===== config.mk =====
export PLATFORM = sky130hd
export DESIGN_NAME = cpu_clock_mode_select
export DESIGN_NICKNAME = d
export VERILOG_FILES = /design/src/shared/clk_mode_pkg.sv /design/src/osc_window_meter.sv /design/src/cpu_clock_mode_select.sv
export SDC_FILE = /design/constraint.sdc
export NUM_CORES = 1
export LEC_CHECK = 0
export CORE_MARGIN = 1
export CORE_UTILIZATION = 38
export DETAILED_ROUTE_END_ITERATION = 8
export DONT_BUFFER_PORTS = 1
export GPL_TIMING_DRIVEN = 0
export SLEW_MARGIN = 40
export SYNTH_ARGS = -nofsm -noshare
export SYNTH_HDL_FRONTEND = slang
export SYNTH_SLANG_ARGS = --single-unit

===== constraint.sdc =====
create_clock -name ref_clk -period 10.8 [get_ports ref_clk]
set_input_delay 1.62 -clock ref_clk [delete_from_list [all_inputs] [get_ports ref_clk]]
set_output_delay 1.62 -clock ref_clk [all_outputs]
set_load 0.005 [all_outputs]

===== src/shared/clk_mode_pkg.sv =====
// constants, types and decode helpers for the cpu clock mode selector
`default_nettype none
package clk_mode_pkg;

  // ----------------------------------------
  // register map
  // ----------------------------------------
  localparam logic [7:0] ADDR_LATCH  = 8'h00;
  localparam logic [7:0] ADDR_CTRL   = 8'h04;
  localparam logic [7:0] ADDR_STATUS = 8'h08;
  localparam logic [7:0] ADDR_WINDOW = 8'h0C;

  // ----------------------------------------
  // fields and reset values
  // ----------------------------------------
  localparam int          SEL_LSB      = 5;
  localparam int          SEL_MSB      = 7;
  localparam logic [7:0]  LATCH_RESET  = 8'h00;
  localparam logic [2:0]  GAIN_RESET   = 3'h1;
  localparam logic [2:0]  CODE_DIRECT  = 3'h3;
  localparam logic [2:0]  CODE_PRESCL  = 3'h1;
  localparam int          ST_LOCK_BIT  = 0;
  localparam int          ST_MODE_LSB  = 1;

  typedef enum {MODE_PLL, MODE_PRESCALE, MODE_DIRECT} mode_t;
  typedef enum {ST_RESET, ST_CAPTURE, ST_RUN} start_t;

  // ----------------------------------------
  // decode of the clock source select code
  // ----------------------------------------
  function automatic mode_t mode_of(input logic [2:0] code);
    case (code)
      CODE_DIRECT: mode_of = MODE_DIRECT;
      CODE_PRESCL: mode_of = MODE_PRESCALE;
      default:     mode_of = MODE_PLL;
    endcase
  endfunction

  // oscillator transitions per resync window
  function automatic logic [2:0] span_of(input logic [2:0] code);
    case (code)
      3'h7:    span_of = 3'h4;
      3'h6:    span_of = 3'h3;
      3'h5:    span_of = 3'h2;
      3'h4:    span_of = 3'h5;
      3'h2:    span_of = 3'h2;
      3'h0:    span_of = 3'h2;
      default: span_of = 3'h0;
    endcase
  endfunction

  // cpu clock phases per window: span x factor
  function automatic logic [4:0] phases_of(input logic [2:0] code);
    case (code)
      3'h7:    phases_of = 5'h10;
      3'h6:    phases_of = 5'h09;
      3'h5:    phases_of = 5'h04;
      3'h4:    phases_of = 5'h19;
      3'h2:    phases_of = 5'h03;
      3'h0:    phases_of = 5'h05;
      default: phases_of = 5'h00;
    endcase
  endfunction

endpackage
`default_nettype wire


===== src/osc_window_meter.sv =====
// oscillator edge detection and resync window length measurement
`default_nettype none
module osc_window_meter #(
  parameter int WIN_W = 16
) (
  // clock and reset
  input  wire logic             ref_clk,
  input  wire logic             rst_n,
  // oscillator and window span
  input  wire logic             osc_in,
  input  wire logic [2:0]       span,
  // edges and window results
  output logic                  osc_q,
  output logic                  osc_rise,
  output logic                  osc_fall,
  output logic                  win_done,
  output logic [WIN_W-1:0]      win_len
);
  import clk_mode_pkg::*;

  // ----------------------------------------
  // transition and cycle counting
  // ----------------------------------------
  logic [2:0]       trans_cnt;
  logic [WIN_W-1:0] cyc_cnt;
  logic [2:0]       next_trans_cnt;
  logic [WIN_W-1:0] next_cyc_cnt;
  logic             next_win_done;
  logic [WIN_W-1:0] next_win_len;
  logic             edge_now;

  always_comb begin
    edge_now       = osc_in ^ osc_q;
    next_win_done  = 1'b0;
    next_win_len   = win_len;
    next_trans_cnt = trans_cnt;
    // saturate so a stopped oscillator cannot wrap the count
    next_cyc_cnt   = (&cyc_cnt) ? cyc_cnt : cyc_cnt + 1'b1;
    if (span == 3'h0) begin
      next_trans_cnt = 3'h0;
      next_cyc_cnt   = '0;
    end else if (edge_now) begin
      if (trans_cnt == span - 3'h1) begin
        next_win_done  = 1'b1;
        next_win_len   = next_cyc_cnt;
        next_trans_cnt = 3'h0;
        next_cyc_cnt   = '0;
      end else begin
        next_trans_cnt = trans_cnt + 3'h1;
      end
    end
  end

  always_ff @(posedge ref_clk or negedge rst_n) begin
    if (!rst_n) begin
      osc_q     <= 1'b0;
      osc_rise  <= 1'b0;
      osc_fall  <= 1'b0;
      win_done  <= 1'b0;
      win_len   <= '0;
      trans_cnt <= 3'h0;
      cyc_cnt   <= '0;
    end else begin
      osc_q     <= osc_in;
      osc_rise  <= osc_in & ~osc_q;
      osc_fall  <= ~osc_in & osc_q;
      win_done  <= next_win_done;
      win_len   <= next_win_len;
      trans_cnt <= next_trans_cnt;
      cyc_cnt   <= next_cyc_cnt;
    end
  end

endmodule
`default_nettype wire


===== src/cpu_clock_mode_select.sv =====
// cpu clock generation from the oscillator, mode strapped at long reset
//
// Implementation choices: the register offsets and the address-and-strobe port.
`default_nettype none
module cpu_clock_mode_select #(
  parameter int WIN_W  = 16,
  parameter int ADDR_W = 8
) (
  // clock and reset
  input  wire logic               ref_clk,
  input  wire logic               rst_n,
  // strap and oscillator
  input  wire logic [7:0]         port0_upper_byte,
  input  wire logic               oscillator_clock,
  // register port
  input  wire logic [ADDR_W-1:0]  addr,
  input  wire logic [31:0]        wdata,
  input  wire logic               wr,
  input  wire logic               rd,
  output logic [31:0]             rdata,
  // cpu clock
  output logic                    cpu_clock,
  output logic                    cpu_clock_rise,
  output logic                    cpu_clock_fall,
  output logic [2:0]              clock_source_select,
  output logic                    pll_locked
);
  import clk_mode_pkg::*;

  // ----------------------------------------
  // startup and strap latch
  // ----------------------------------------
  start_t     state;
  start_t     next_state;
  logic [7:0] reset_config_latch_high;
  logic [7:0] next_latch;
  mode_t      mode;
  logic [2:0] span;
  logic [4:0] phases;

  always_comb begin
    next_state = state;
    next_latch = reset_config_latch_high;
    case (state)
      ST_RESET: next_state = ST_CAPTURE;
      ST_CAPTURE: begin
        next_latch = port0_upper_byte;
        next_state = ST_RUN;
      end
      ST_RUN: next_state = ST_RUN;
      default: next_state = ST_RESET;
    endcase
  end

  always_ff @(posedge ref_clk or negedge rst_n) begin
    if (!rst_n) begin
      state                   <= ST_RESET;
      reset_config_latch_high <= LATCH_RESET;
    end else begin
      state                   <= next_state;
      reset_config_latch_high <= next_latch;
    end
  end

  assign mode   = mode_of(reset_config_latch_high[SEL_MSB:SEL_LSB]);
  assign span   = (state == ST_RUN && mode == MODE_PLL)
                  ? span_of(reset_config_latch_high[SEL_MSB:SEL_LSB]) : 3'h0;
  assign phases = phases_of(reset_config_latch_high[SEL_MSB:SEL_LSB]);

  // ----------------------------------------
  // oscillator measurement
  // ----------------------------------------
  logic             osc_q;
  logic             osc_rise;
  logic             osc_fall;
  logic             win_done;
  logic [WIN_W-1:0] win_len;

  osc_window_meter #(.WIN_W(WIN_W)) u_meter (
    .ref_clk  (ref_clk),
    .rst_n    (rst_n),
    .osc_in   (oscillator_clock),
    .span     (span),
    .osc_q    (osc_q),
    .osc_rise (osc_rise),
    .osc_fall (osc_fall),
    .win_done (win_done),
    .win_len  (win_len)
  );

  // ----------------------------------------
  // clock generator
  // ----------------------------------------
  // output toggles at most once per ref_clk, so cpu_clock must stay
  // at or below half the ref_clk rate
  logic [2:0]       gain;
  logic [WIN_W:0]   acc;
  logic [WIN_W-1:0] win_used;
  logic [4:0]       toggle_cnt;
  logic [4:0]       last_toggles;
  logic             steady;
  logic [WIN_W:0]   next_acc;
  logic [WIN_W-1:0] next_win_used;
  logic [4:0]       next_toggle_cnt;
  logic [4:0]       next_last_toggles;
  logic             next_steady;
  logic             next_cpu_clock;
  logic             next_locked;
  logic             toggle;
  logic [WIN_W:0]   diff;
  logic [WIN_W:0]   step;
  logic [WIN_W:0]   sum;

  always_comb begin
    next_win_used     = win_used;
    next_toggle_cnt   = toggle_cnt;
    next_last_toggles = last_toggles;
    next_steady       = steady;
    next_locked       = pll_locked;
    next_acc          = acc;
    toggle            = 1'b0;
    diff              = {1'b0, win_len} - {1'b0, win_used};
    step              = $signed(diff) >>> gain;
    sum               = '0;
    if (win_done) begin
      if (win_used == '0 || gain == 3'h0) begin
        next_win_used = win_len;
      end else if (step == '0 && diff != '0) begin
        next_win_used = diff[WIN_W] ? win_used - 1'b1 : win_used + 1'b1;
      end else begin
        next_win_used = win_used + step[WIN_W-1:0];
      end
    end
    if (mode == MODE_PLL && span != 3'h0 && next_win_used != '0) begin
      sum = (win_done ? '0 : acc) + {{(WIN_W-4){1'b0}}, phases};
      if (sum >= {1'b0, next_win_used}) begin
        toggle   = 1'b1;
        next_acc = sum - {1'b0, next_win_used};
      end else begin
        next_acc = sum;
      end
    end
    if (win_done) begin
      next_last_toggles = toggle_cnt;
      next_toggle_cnt   = {4'h0, toggle};
      next_steady       = 1'b1;
      next_locked       = steady && (toggle_cnt == phases);
    end else if (toggle) begin
      next_toggle_cnt = toggle_cnt + 5'h01;
    end
    case (mode)
      MODE_PLL:      next_cpu_clock = cpu_clock ^ toggle;
      MODE_PRESCALE: next_cpu_clock = cpu_clock ^ (osc_rise && state == ST_RUN);
      // straight pass, two phases = one period
      MODE_DIRECT:   next_cpu_clock = (state == ST_RUN) ? osc_q : 1'b0;
      default:       next_cpu_clock = 1'b0;
    endcase
  end

  always_ff @(posedge ref_clk or negedge rst_n) begin
    if (!rst_n) begin
      acc            <= '0;
      win_used       <= '0;
      toggle_cnt     <= 5'h00;
      last_toggles   <= 5'h00;
      steady         <= 1'b0;
      pll_locked     <= 1'b0;
      cpu_clock      <= 1'b0;
      cpu_clock_rise <= 1'b0;
      cpu_clock_fall <= 1'b0;
    end else begin
      acc            <= next_acc;
      win_used       <= next_win_used;
      toggle_cnt     <= next_toggle_cnt;
      last_toggles   <= next_last_toggles;
      steady         <= next_steady;
      pll_locked     <= next_locked;
      cpu_clock      <= next_cpu_clock;
      // a phase unit starts on either edge
      cpu_clock_rise <= next_cpu_clock & ~cpu_clock;
      cpu_clock_fall <= ~next_cpu_clock & cpu_clock;
    end
  end

  // ----------------------------------------
  // register port
  // ----------------------------------------
  logic [2:0]  next_gain;
  logic [31:0] next_rdata;

  always_comb begin
    next_gain  = gain;
    next_rdata = 32'h0000_0000;
    if (wr && addr == ADDR_W'(ADDR_CTRL)) begin
      next_gain = wdata[2:0];
    end
    if (rd) begin
      case (addr)
        ADDR_W'(ADDR_LATCH):  next_rdata = {24'h00_0000, reset_config_latch_high};
        ADDR_W'(ADDR_CTRL):   next_rdata = {29'h0, gain};
        ADDR_W'(ADDR_STATUS): next_rdata = {24'h00_0000, last_toggles,
                                            mode == MODE_PRESCALE,
                                            mode == MODE_DIRECT, pll_locked};
        ADDR_W'(ADDR_WINDOW): next_rdata = {{(32-WIN_W){1'b0}}, win_used};
        default:              next_rdata = 32'h0000_0000;
      endcase
    end
  end

  always_ff @(posedge ref_clk or negedge rst_n) begin
    if (!rst_n) begin
      gain                <= GAIN_RESET;
      rdata               <= 32'h0000_0000;
      clock_source_select <= 3'h0;
    end else begin
      gain                <= next_gain;
      rdata               <= next_rdata;
      clock_source_select <= next_latch[SEL_MSB:SEL_LSB];
    end
  end

  // ----------------------------------------
  // assertions
  // ----------------------------------------
  property p_strap_capture;
    @(posedge ref_clk) disable iff (!rst_n)
    state == ST_CAPTURE |=> reset_config_latch_high == $past(port0_upper_byte);
  endproperty
  a_strap_capture: assert property (p_strap_capture)
    else $error("strap not captured into config latch");

  property p_pll_count;
    @(posedge ref_clk) disable iff (!rst_n)
    win_done && steady && win_used == win_len && phases <= win_used
      |-> toggle_cnt == phases;
  endproperty
  a_pll_count: assert property (p_pll_count)
    else $error("pll phase count per window wrong");

  property p_prescale;
    @(posedge ref_clk) disable iff (!rst_n)
    mode == MODE_PRESCALE && state == ST_RUN
      |=> cpu_clock == ($past(cpu_clock) ^ $past(osc_rise));
  endproperty
  a_prescale: assert property (p_prescale)
    else $error("prescaler did not follow oscillator rise");

  property p_direct;
    @(posedge ref_clk) disable iff (!rst_n)
    mode == MODE_DIRECT && state == ST_RUN |=> cpu_clock == $past(osc_q);
  endproperty
  a_direct: assert property (p_direct)
    else $error("direct drive does not follow oscillator");

  property p_gradual;
    @(posedge ref_clk) disable iff (!rst_n)
    win_done && win_used != '0 && gain != 3'h0 && win_len > win_used
      |=> win_used > $past(win_used) && win_used <= $past(win_len);
  endproperty
  a_gradual: assert property (p_gradual)
    else $error("pll window adjust not gradual");

  property p_edges;
    @(posedge ref_clk) disable iff (!rst_n)
    $rose(cpu_clock) |-> cpu_clock_rise ##1 !cpu_clock_rise;
  endproperty
  a_edges: assert property (p_edges)
    else $error("cpu clock rise not marked");

  // pulse is registered beside the level, so it stands in the same cycle
  property p_fall;
    @(posedge ref_clk) disable iff (!rst_n)
    $fell(cpu_clock) |-> cpu_clock_fall ##1 !cpu_clock_fall;
  endproperty
  a_fall: assert property (p_fall)
    else $error("cpu clock fall not marked");

  property p_direct_period;
    @(posedge ref_clk) disable iff (!rst_n)
    mode == MODE_DIRECT && state == ST_RUN ##1 osc_rise |=> cpu_clock_rise;
  endproperty
  a_direct_period: assert property (p_direct_period)
    else $error("direct drive period not tied to oscillator");

  property p_mode_hold;
    @(posedge ref_clk) disable iff (!rst_n)
    state == ST_RUN |=> $stable(reset_config_latch_high) && state == ST_RUN;
  endproperty
  a_mode_hold: assert property (p_mode_hold)
    else $error("clock mode changed while running");

  c_pll_lock: cover property (@(posedge ref_clk) disable iff (!rst_n)
    $rose(pll_locked));
  c_prescale: cover property (@(posedge ref_clk) disable iff (!rst_n)
    mode == MODE_PRESCALE && cpu_clock_fall);
  c_direct: cover property (@(posedge ref_clk) disable iff (!rst_n)
    mode == MODE_DIRECT && cpu_clock_rise);
  c_window: cover property (@(posedge ref_clk) disable iff (!rst_n)
    win_done && pll_locked && win_used == win_len);

endmodule
`default_nettype wire


==> results of run 1 <==
## routing by layer
metal / part of all wire (%) / up-vias / global-route usage [%]
met5: 0 / - / 0
met2: 45 / 266 / 34.8
li1: - / 4343 / -
met1: 46 / 4241 / 29.5
met4: 2.5 / 0 / 7.14
met3: 5.9 / 43 / 4.24
## worst max-delay path, delay by kind of cell, from the launching register on
family                   cells  cell delay (ns)
AO/OA/AOI/OAI               15             4.31
XOR/XNOR                     1             0.23
adder cells (fa/ha/maj)      4             1.17
buffers and inverters        5             0.90
flip-flops                   1             0.50
multiplexers                 2             0.82
AND/OR/NAND/NOR              9             2.15
## state kept, by name, summed over array words and instances (netlist names), 2 cells and up
register / count
acc: 17
rdata: 16
u_meter.cyc_cnt: 16
u_meter.win_len: 16
win_used: 16
reset_config_latch_high: 8
last_toggles: 5
toggle_cnt: 5
gain: 3
u_meter.trans_cnt: 3
state: 2
## metrics by stage
step	cell area [µm²]	utilization, %
3_3_place_gp	10300	40.8
5_1_grt	10900	43.2
3_5_place_dp	10300	40.8
6_report	10900	43.2
4_1_cts	10900	43.2
2_1_floorplan	9920	-
## cells in the mapped netlist (all sizes together), types with 6 or more instances
| master | count |
|---|---|
| o21ai | 80 |
| xor2 | 26 |
| ha | 63 |
| a211o | 9 |
| and2 | 9 |
| o21bai | 6 |
| dfrtp | 114 |
| nand2b | 8 |
| a31oi | 6 |
| a21oi | 72 |
| nor4 | 9 |
| nor2b | 21 |
| buf | 32 |
| o31a | 6 |
| nand2 | 103 |
| or2 | 10 |
| inv | 67 |
| a21o | 13 |
| mux2i | 10 |
| nor2 | 123 |
| a211oi | 9 |
| o31ai | 16 |
| or3 | 16 |
| clkbuf | 40 |
| or4 | 9 |
| xnor2 | 33 |
| a22oi | 9 |
| nand3 | 39 |
| o21a | 14 |
| and3 | 20 |
| nand4 | 12 |
| o211ai | 11 |
| mux2 | 41 |
| nor3 | 46 |
## cells by family (layout without fill, tap and decap cells)
group | Yosys count | in the layout | share of synthesized area (%)
multiplexers | 56 | 56 | 6.84
adder cells (fa/ha/maj) | 67 | 67 | 8.81
AO/OA/AOI/OAI | 301 | 301 | 20.6
buffers and inverters | 140 | 172 | 6.34
AND/OR/NAND/NOR | 448 | 448 | 22.9
other | 1 | 16 | 0.0380
XOR/XNOR | 59 | 59 | 5.24
flip-flops | 115 | 115 | 29.2
## final timing paths
| check | to | slack [ns] | cells past startpoint |
|---|---|---|---|
| setup / recovery | acc[8] | 0.59 | 36 |
| hold / removal | steady | 0.48 | 1 |
| setup reg to reg | acc[8] | 0.59 | 36 |
| hold reg to reg | steady | 0.48 | 1 |
| max in group asynchronous | gain[0] | 9.71 | 0 |
| min in group asynchronous | state[0] | 0.89 | 0 |
## repair_timing
| action | CTS | global route |
|---|---|---|
| hold buffers | 0 | 0 |
| resized for setup | 0 | 1 |
| buffers inserted | 0 | 0 |
| setup endpoints to repair | 0 | 20 |
## cell type report
cell class | count | area (µm²)
fillers | 2558 | 14400
plain buffers | 72 | 370
clock buffers | 18 | 439
multi-input cells | 947 | 6420
clock inverters | 14 | 168
well taps | 330 | 413
flip-flops and latches | 115 | 2880
inverters | 68 | 255
==> out/metrics.cfg, run 1 <==
[status]
status = complete, no violations

[placed_design]
pre_cts_ws_ns = 0.628
dp_hpwl_um = 21900
dp_cells = 1532
place.gp.congestion = 0.956
port_buffers = 0

[layout]
finalNetCount = 1341
diodes = 0
layout_commonest_cell = nor2_1
layout_common_cells = nor2_1 (122), dfrtp_1 (114), nand2_1 (103)
area_growth_pct = 11.0
final_cells = 1564
drive_above_1_share_pct = 11.6

[critical_path]
cp_data_required_time_ns = 11.10
startpoint = win_used[6]
crit_top_cell = ha_1
crit_path_end_kind = flop
crit_type = flop to flop
worst_path_max_delay_cell = o41ai_1
cp.arrival_ns = 10.51
slowest_delay_ns = 0.56
cp-start-kind = flop
path_max_fanout = 10
r2r-start = win_used[6]

[flow_run]
cap_violations = 0

[die]
pin_count = 92
row_count = 58
die_height_um = 163
die_x_um = 163
fp.coreArea_mm2 = 0.0253
dieArea_mm2 = 0.0266
initial_utilization_pct = 38.9

[clock_tree]
cts_buffers = 17
clock_latency_ns = 0.42
cts_root_buf = clkbuf_16
cts_tree = done
numClockSinks = 115
path_clk_slew_ns = 0.06
clockBufferDepth = 2
cts.htree.levels = 4

[logic_synthesis]
syn-mean-instance-area_um2 = 8.31
synth_edf_count = 0
yosys.area.top_type = dfrtp_1
synth-warning-count = 0
synth.distinct_cells = 99
synth_top_area_share_pct = 28.9
synth_seq_cells = 115
synth_flop_cell = dfrtp_1
syn_area_mm2 = 0.00986
async_flop_share_pct = 100
synth.area.top_cells = dfrtp_1 (29%), ha_1 (8.0%), mux2_2 (4.7%)
synthCells = 1187
synth-seq-area-share_pct = 29.2

[grt]
grt_pass1_wl_um = 45000
overflow = 0
track_usage_pct = 21.8
antenna_found_initial = 0
grt_max_degree = 116
grt_pass1_vias = 8460

[routing]
vias_per_cell = 5.69
drc = 0
drt_iter0_drc = 730
wirelength_um = 28200
wl_per_cell_um = 18.0
ant_nets = 0
num_vias = 8893
dr.pass1.iters = 5

[hold_path]
hp-start = steady
hold_path.class = flop to flop

[timing]
finalSetupTns_ns = 0
max_freq_mhz = 98.0
hold_violations = 0
period_needed_ns = 10.21
slew_headroom_pct = 48.1
layout_setup_ws_ns = 0.594
drv_slew = 0
fin_crit_sh_pct = 94.5
whs_ns = 0.477
setup_viol = 0
rsz0062_at_grt = false
finClkSkew_ns = 0.00937
tightest_slew_ns = 0.772

Power of run 1 is not shown: default switching activity piles up to over one toggle a cycle in this logic, so the estimate is an artifact.
==> run 2: changes to the inputs <==
CTS_CLUSTER_SIZE = 12   (was default)
PLACE_DENSITY = 0.5   (was default)
==> out/metrics.cfg, run 2 (synthesized netlist as in run 1, its figures left out) <==
[status]
status = complete, no violations

[routing]
wl_per_cell_um = 18.9  ; +4.6%
drc = 0  ; unchanged
ant_nets = 0  ; unchanged
wirelength_um = 29500  ; +4.6%
num_vias = 8839  ; -0.61%
dr.pass1.iters = 8  ; +3
drt_iter0_drc = 647  ; -11%
vias_per_cell = 5.65  ; -0.61%

[clock_tree]
path_clk_slew_ns = 0.06  ; about the same
cts_buffers = 17  ; unchanged
post_cts_buffers = 0  ; unchanged
cts_root_buf = clkbuf_16
clock_latency_ns = 0.42  ; about the same
cts_tree = done
numClockSinks = 115  ; unchanged
clockBufferDepth = 2  ; unchanged
cts.htree.levels = 4  ; unchanged

[timing]
finClkSkew_ns = 0.0189  ; +0.00952 ns
max_freq_mhz = 99.9  ; +1.9%
drv_slew = 0  ; unchanged
setup_viol = 0  ; unchanged
period_needed_ns = 10.01  ; -0.193 ns
rsz0062_at_grt = false
slew_headroom_pct = 47.5  ; -0.62 points
whs_ns = 0.465  ; -0.0115 ns
hold_violations = 0  ; unchanged
finalSetupTns_ns = 0  ; unchanged
tightest_slew_ns = 0.781  ; +0.00917 ns
fin_crit_sh_pct = 92.7  ; -1.8 points

[layout]
layout_commonest_cell = nor2_1
final_area_mm2 = 0.0109  ; about the same
multi_input_area_mm2 = 0.00643  ; +0.21%
fill_cells = 2591  ; +1.3%
largest-register = acc
area_growth_pct = 10.9  ; about the same
finalNetCount = 1341  ; unchanged
layout_common_cells = nor2_1 (122), dfrtp_1 (114), nand2_1 (103)
largest_register_ff_count = 17  ; unchanged
drive_above_1_share_pct = 11.8  ; +0.16 points
diodes = 0  ; unchanged
regArea_mm2 = 0.00288  ; unchanged
final_cells = 1564  ; unchanged

[placed_design]
place_area_mm2 = 0.0103  ; unchanged
port_buffers = 0  ; unchanged
dp_hpwl_um = 23000  ; +4.9%
place.gp.congestion = 0.955  ; about the same
dp_cells = 1532  ; unchanged

[die]
row_count = 58  ; unchanged
die_height_um = 163  ; unchanged
pin_count = 92  ; unchanged
dieArea_mm2 = 0.0266  ; unchanged
initial_utilization_pct = 38.9  ; unchanged
die_x_um = 163  ; unchanged
fp.coreArea_mm2 = 0.0253  ; unchanged

[grt]
grt_pass1_wl_um = 47000  ; +4.4%
overflow = 0  ; unchanged
antenna_found_initial = 0  ; unchanged
grt_max_degree = 116  ; unchanged
track_usage_pct = 23.0  ; +1.1 points
grt_pass1_vias = 8407  ; -0.63%

[critical_path]
path_max_fanout = 10  ; unchanged
slowest_delay_ns = 0.57  ; about the same
cp-start-kind = flop
crit_path_end_kind = flop
cp_data_required_time_ns = 11.10  ; about the same
worst_path_max_delay_cell = mux4_2
cp.arrival_ns = 10.31  ; -0.20 ns
crit_type = flop to flop
crit_top_cell = ha_1
cp_top_family = compound AO/OA/AOI/OAI gates
critical_path_buf_inv_count = 3  ; -2

[hold_path]
hold_path.class = flop to flop

[flow_run]
cap_violations = 0  ; unchanged

==> run 2: cell types whose count changed in the layout (fill, tap and decap cells not counted), moves of 2 or more <==
cell and delta:
clkbuf_1 -2, inv_8 -2, buf_1 +2, clkinvlp_4 +2, inv_6 -2
==> run 2: repair_timing <==
| item | in CTS | in global routing |
|---|---|---|
| hold buffers | 0 | 0 |
| gates resized for setup | 0 | 9 |
| hold endpoints to repair | 0 | 0 |
| endpoints found under the setup margin | 0 | 23 |
==> run 2: cell type report <==
class | instances | share of cell area (%)
Multi-Input combinational cell | 947 | 58.8
Sequential cell | 115 | 26.3
Clock buffer | 18 | 3.92
Tap cell | 330 | 3.77
Buffer | 72 | 3.40
Inverter | 68 | 2.33
Clock inverter | 14 | 1.43
==> run 2: layer usage <==
metal | track usage, % | share of wire (%)
met5 | 0 | 0
met3 | 4.11 | 5.8
met1 | 33.1 | 49
met4 | 6.24 | 1.7
met2 | 34.9 | 44
==> run 2: final timing paths <==
path	from	endpoint	slack, ns	depth (start not counted)
max	win_used[0]	acc[9]	0.79	35
min	steady	steady	0.47	1
max reg2reg	win_used[0]	acc[9]	0.79	35
min reg2reg	steady	steady	0.47	1
max in group asynchronous	rst_n	gain[0]	9.68	0
min in group asynchronous	rst_n	reset_config_latch_high[6]	0.90	0
==> run 2: through the flow <==
stage,setup WS [ns],util [%]
after CTS,0.437,43.1
after global routing,0.0298,43.2
after floorplan,2.53,-
after global placement,0.514,40.8
final,0.788,43.2
after detailed placement,0.491,40.8
Power of run 2 is left out for the same reason.
==> run 3: changes to the inputs <==
CORE_UTILIZATION = 50   (was 38)
PLACE_DENSITY = 0.63   (was 0.5)
SYNTH_HIERARCHICAL = 1   (was default)
==> out/metrics.cfg, run 3 <==
[layout]
drive_above_1_share_pct = 11.3  ; -0.41 points
largest-register = acc
final_cells = 1526  ; -2.4%
finalNetCount = 1368  ; +2.0%
layout_commonest_cell = dfrtp_1
area_growth_pct = 9.88
largest_register_ff_count = 17  ; unchanged
layout_common_cells = dfrtp_1 (114), nand2_1 (110), nor2_1 (102)
diodes = 0  ; unchanged
fill_cells = 1858  ; -28%
utilization_pct = 56.7  ; +14 points

[routing]
ant_nets = 0  ; unchanged
num_vias = 9373  ; +6.0%
wirelength_um = 29200  ; -1.1%
wl_per_cell_um = 19.1  ; +1.3%
drt_iter0_drc = 791  ; +22%
dr.pass1.iters = 7  ; -1
drc = 0  ; unchanged
vias_per_cell = 6.14  ; +8.7%

[die]
dieArea_mm2 = 0.0209  ; -22%
fp.coreArea_mm2 = 0.0197  ; -22%
initial_utilization_pct = 51.6  ; +13 points
die_height_um = 144  ; -11%
row_count = 51  ; -12%
pin_count = 92  ; unchanged
die_x_um = 144  ; -11%

[clock_tree]
clock_latency_ns = 0.42  ; about the same
path_clk_slew_ns = 0.06  ; about the same
cts_buffers = 17  ; unchanged
cts_root_buf = clkbuf_16
cts_tree = done
postCtsHoldBufs = 0  ; unchanged
clockBufferDepth = 2  ; unchanged
cts_resized = 0  ; unchanged
post_cts_buffers = 0  ; unchanged
numClockSinks = 115  ; unchanged
cts.htree.levels = 4  ; unchanged

[placed_design]
place.gp.congestion = 0.946  ; -1.0%
dp_cells = 1494  ; -2.5%
dp_hpwl_um = 22700  ; -1.1%
pre_cts_ws_ns = 1.19  ; +0.696 ns
port_buffers = 0  ; unchanged

[timing]
finClkSkew_ns = 0.0118  ; -0.00709 ns
max_freq_mhz = 102  ; +1.7%
hold_violations = 0  ; unchanged
drv_slew = 0  ; unchanged
fin_crit_sh_pct = 91.2  ; -1.5 points
period_needed_ns = 9.85  ; -0.167 ns
rsz0062_at_grt = false
tightest_slew_ns = 0.842  ; +0.0604 ns
finalSetupTns_ns = 0  ; unchanged
slew_headroom_pct = 42.4  ; -5.1 points
layout_setup_ws_ns = 0.955  ; +0.167 ns
setup_viol = 0  ; unchanged

[grt]
grt_max_degree = 116  ; unchanged
grt_pass1_wl_um = 47000  ; about the same
track_usage_pct = 29.4  ; +6.5 points
overflow = 0  ; unchanged
antenna_found_initial = 0  ; unchanged
grt_pass1_vias = 8677  ; +3.2%

[critical_path]
crit_path_end_kind = flop
cp_data_required_time_ns = 11.09  ; about the same
r2r-start = win_used[6]
slowest_delay_ns = 0.53  ; -0.04 ns
cp-start-kind = flop
worst_path_max_delay_cell = a211oi_1
crit_top_cell = nor2_1
startpoint = win_used[6]
path_max_fanout = 10  ; unchanged
crit_type = flop to flop
cp.arrival_ns = 10.14  ; -0.17 ns

[logic_synthesis]
syn-mean-instance-area_um2 = 8.35  ; +0.57%
syn_area_mm2 = 0.0101  ; +2.9%
synth-warning-count = 6  ; +6
synthCells = 1214  ; +2.3%

[hold_path]
hp-start = acc[4]
hold_path.class = flop to flop

[flow_run]
cap_violations = 0  ; unchanged

[status]
status = complete, no violations

## run 3: layout make-up
| type | count | area [µm²] | area share [%] |
|---|---|---|---|
| clock buffers | 18 | 429 | 3.85 |
| well taps | 265 | 332 | 2.98 |
| clock inverters | 14 | 180 | 1.62 |
| inverters | 69 | 259 | 2.32 |
| flip-flops and latches | 115 | 2880 | 25.8 |
| plain buffers | 71 | 374 | 3.36 |
| multi-input cells | 974 | 6690 | 60.0 |
## run 3: metrics by stage
step	hold slack, ns	cell area [µm²]
6_report	0.474	11100
5_1_grt	0.507	11100
4_1_cts	0.480	11100
3_5_place_dp	0.467	10500
3_3_place_gp	0.470	10500
2_1_floorplan	0.438	10200
## run 3: final timing paths
path / to / slack (ns) / cells after the start
setup / recovery: acc[16] / 0.95 / 38
hold / removal: acc[4] / 0.47 / 2
setup reg to reg: acc[16] / 0.95 / 38
hold reg to reg: acc[4] / 0.47 / 2
max in group asynchronous: u_meter/win_len[2] / 9.68 / 0
min in group asynchronous: gain[2] / 0.89 / 0
## run 3: per-layer routing
metal / GRT usage, % / up-vias / share of wire, %
met5: 0 / - / 0
met4: 8.86 / 0 / 2.1
met3: 4.54 / 46 / 6.8
met2: 45.2 / 356 / 44
met1: 42.2 / 4453 / 47
li1: - / 4518 / -
## run 3: worst max-delay path, delay by kind of cell (launching register included)
kind	cells	cell delay (ns)
adder cells (fa/ha/maj)	4	1.24
buffers and inverters	5	1.20
flip-flops	1	0.47
XOR/XNOR	2	0.47
AO/OA/AOI/OAI	14	3.90
multiplexers	1	0.46
AND/OR/NAND/NOR	12	1.95
Power of run 3 is left out for the same reason.
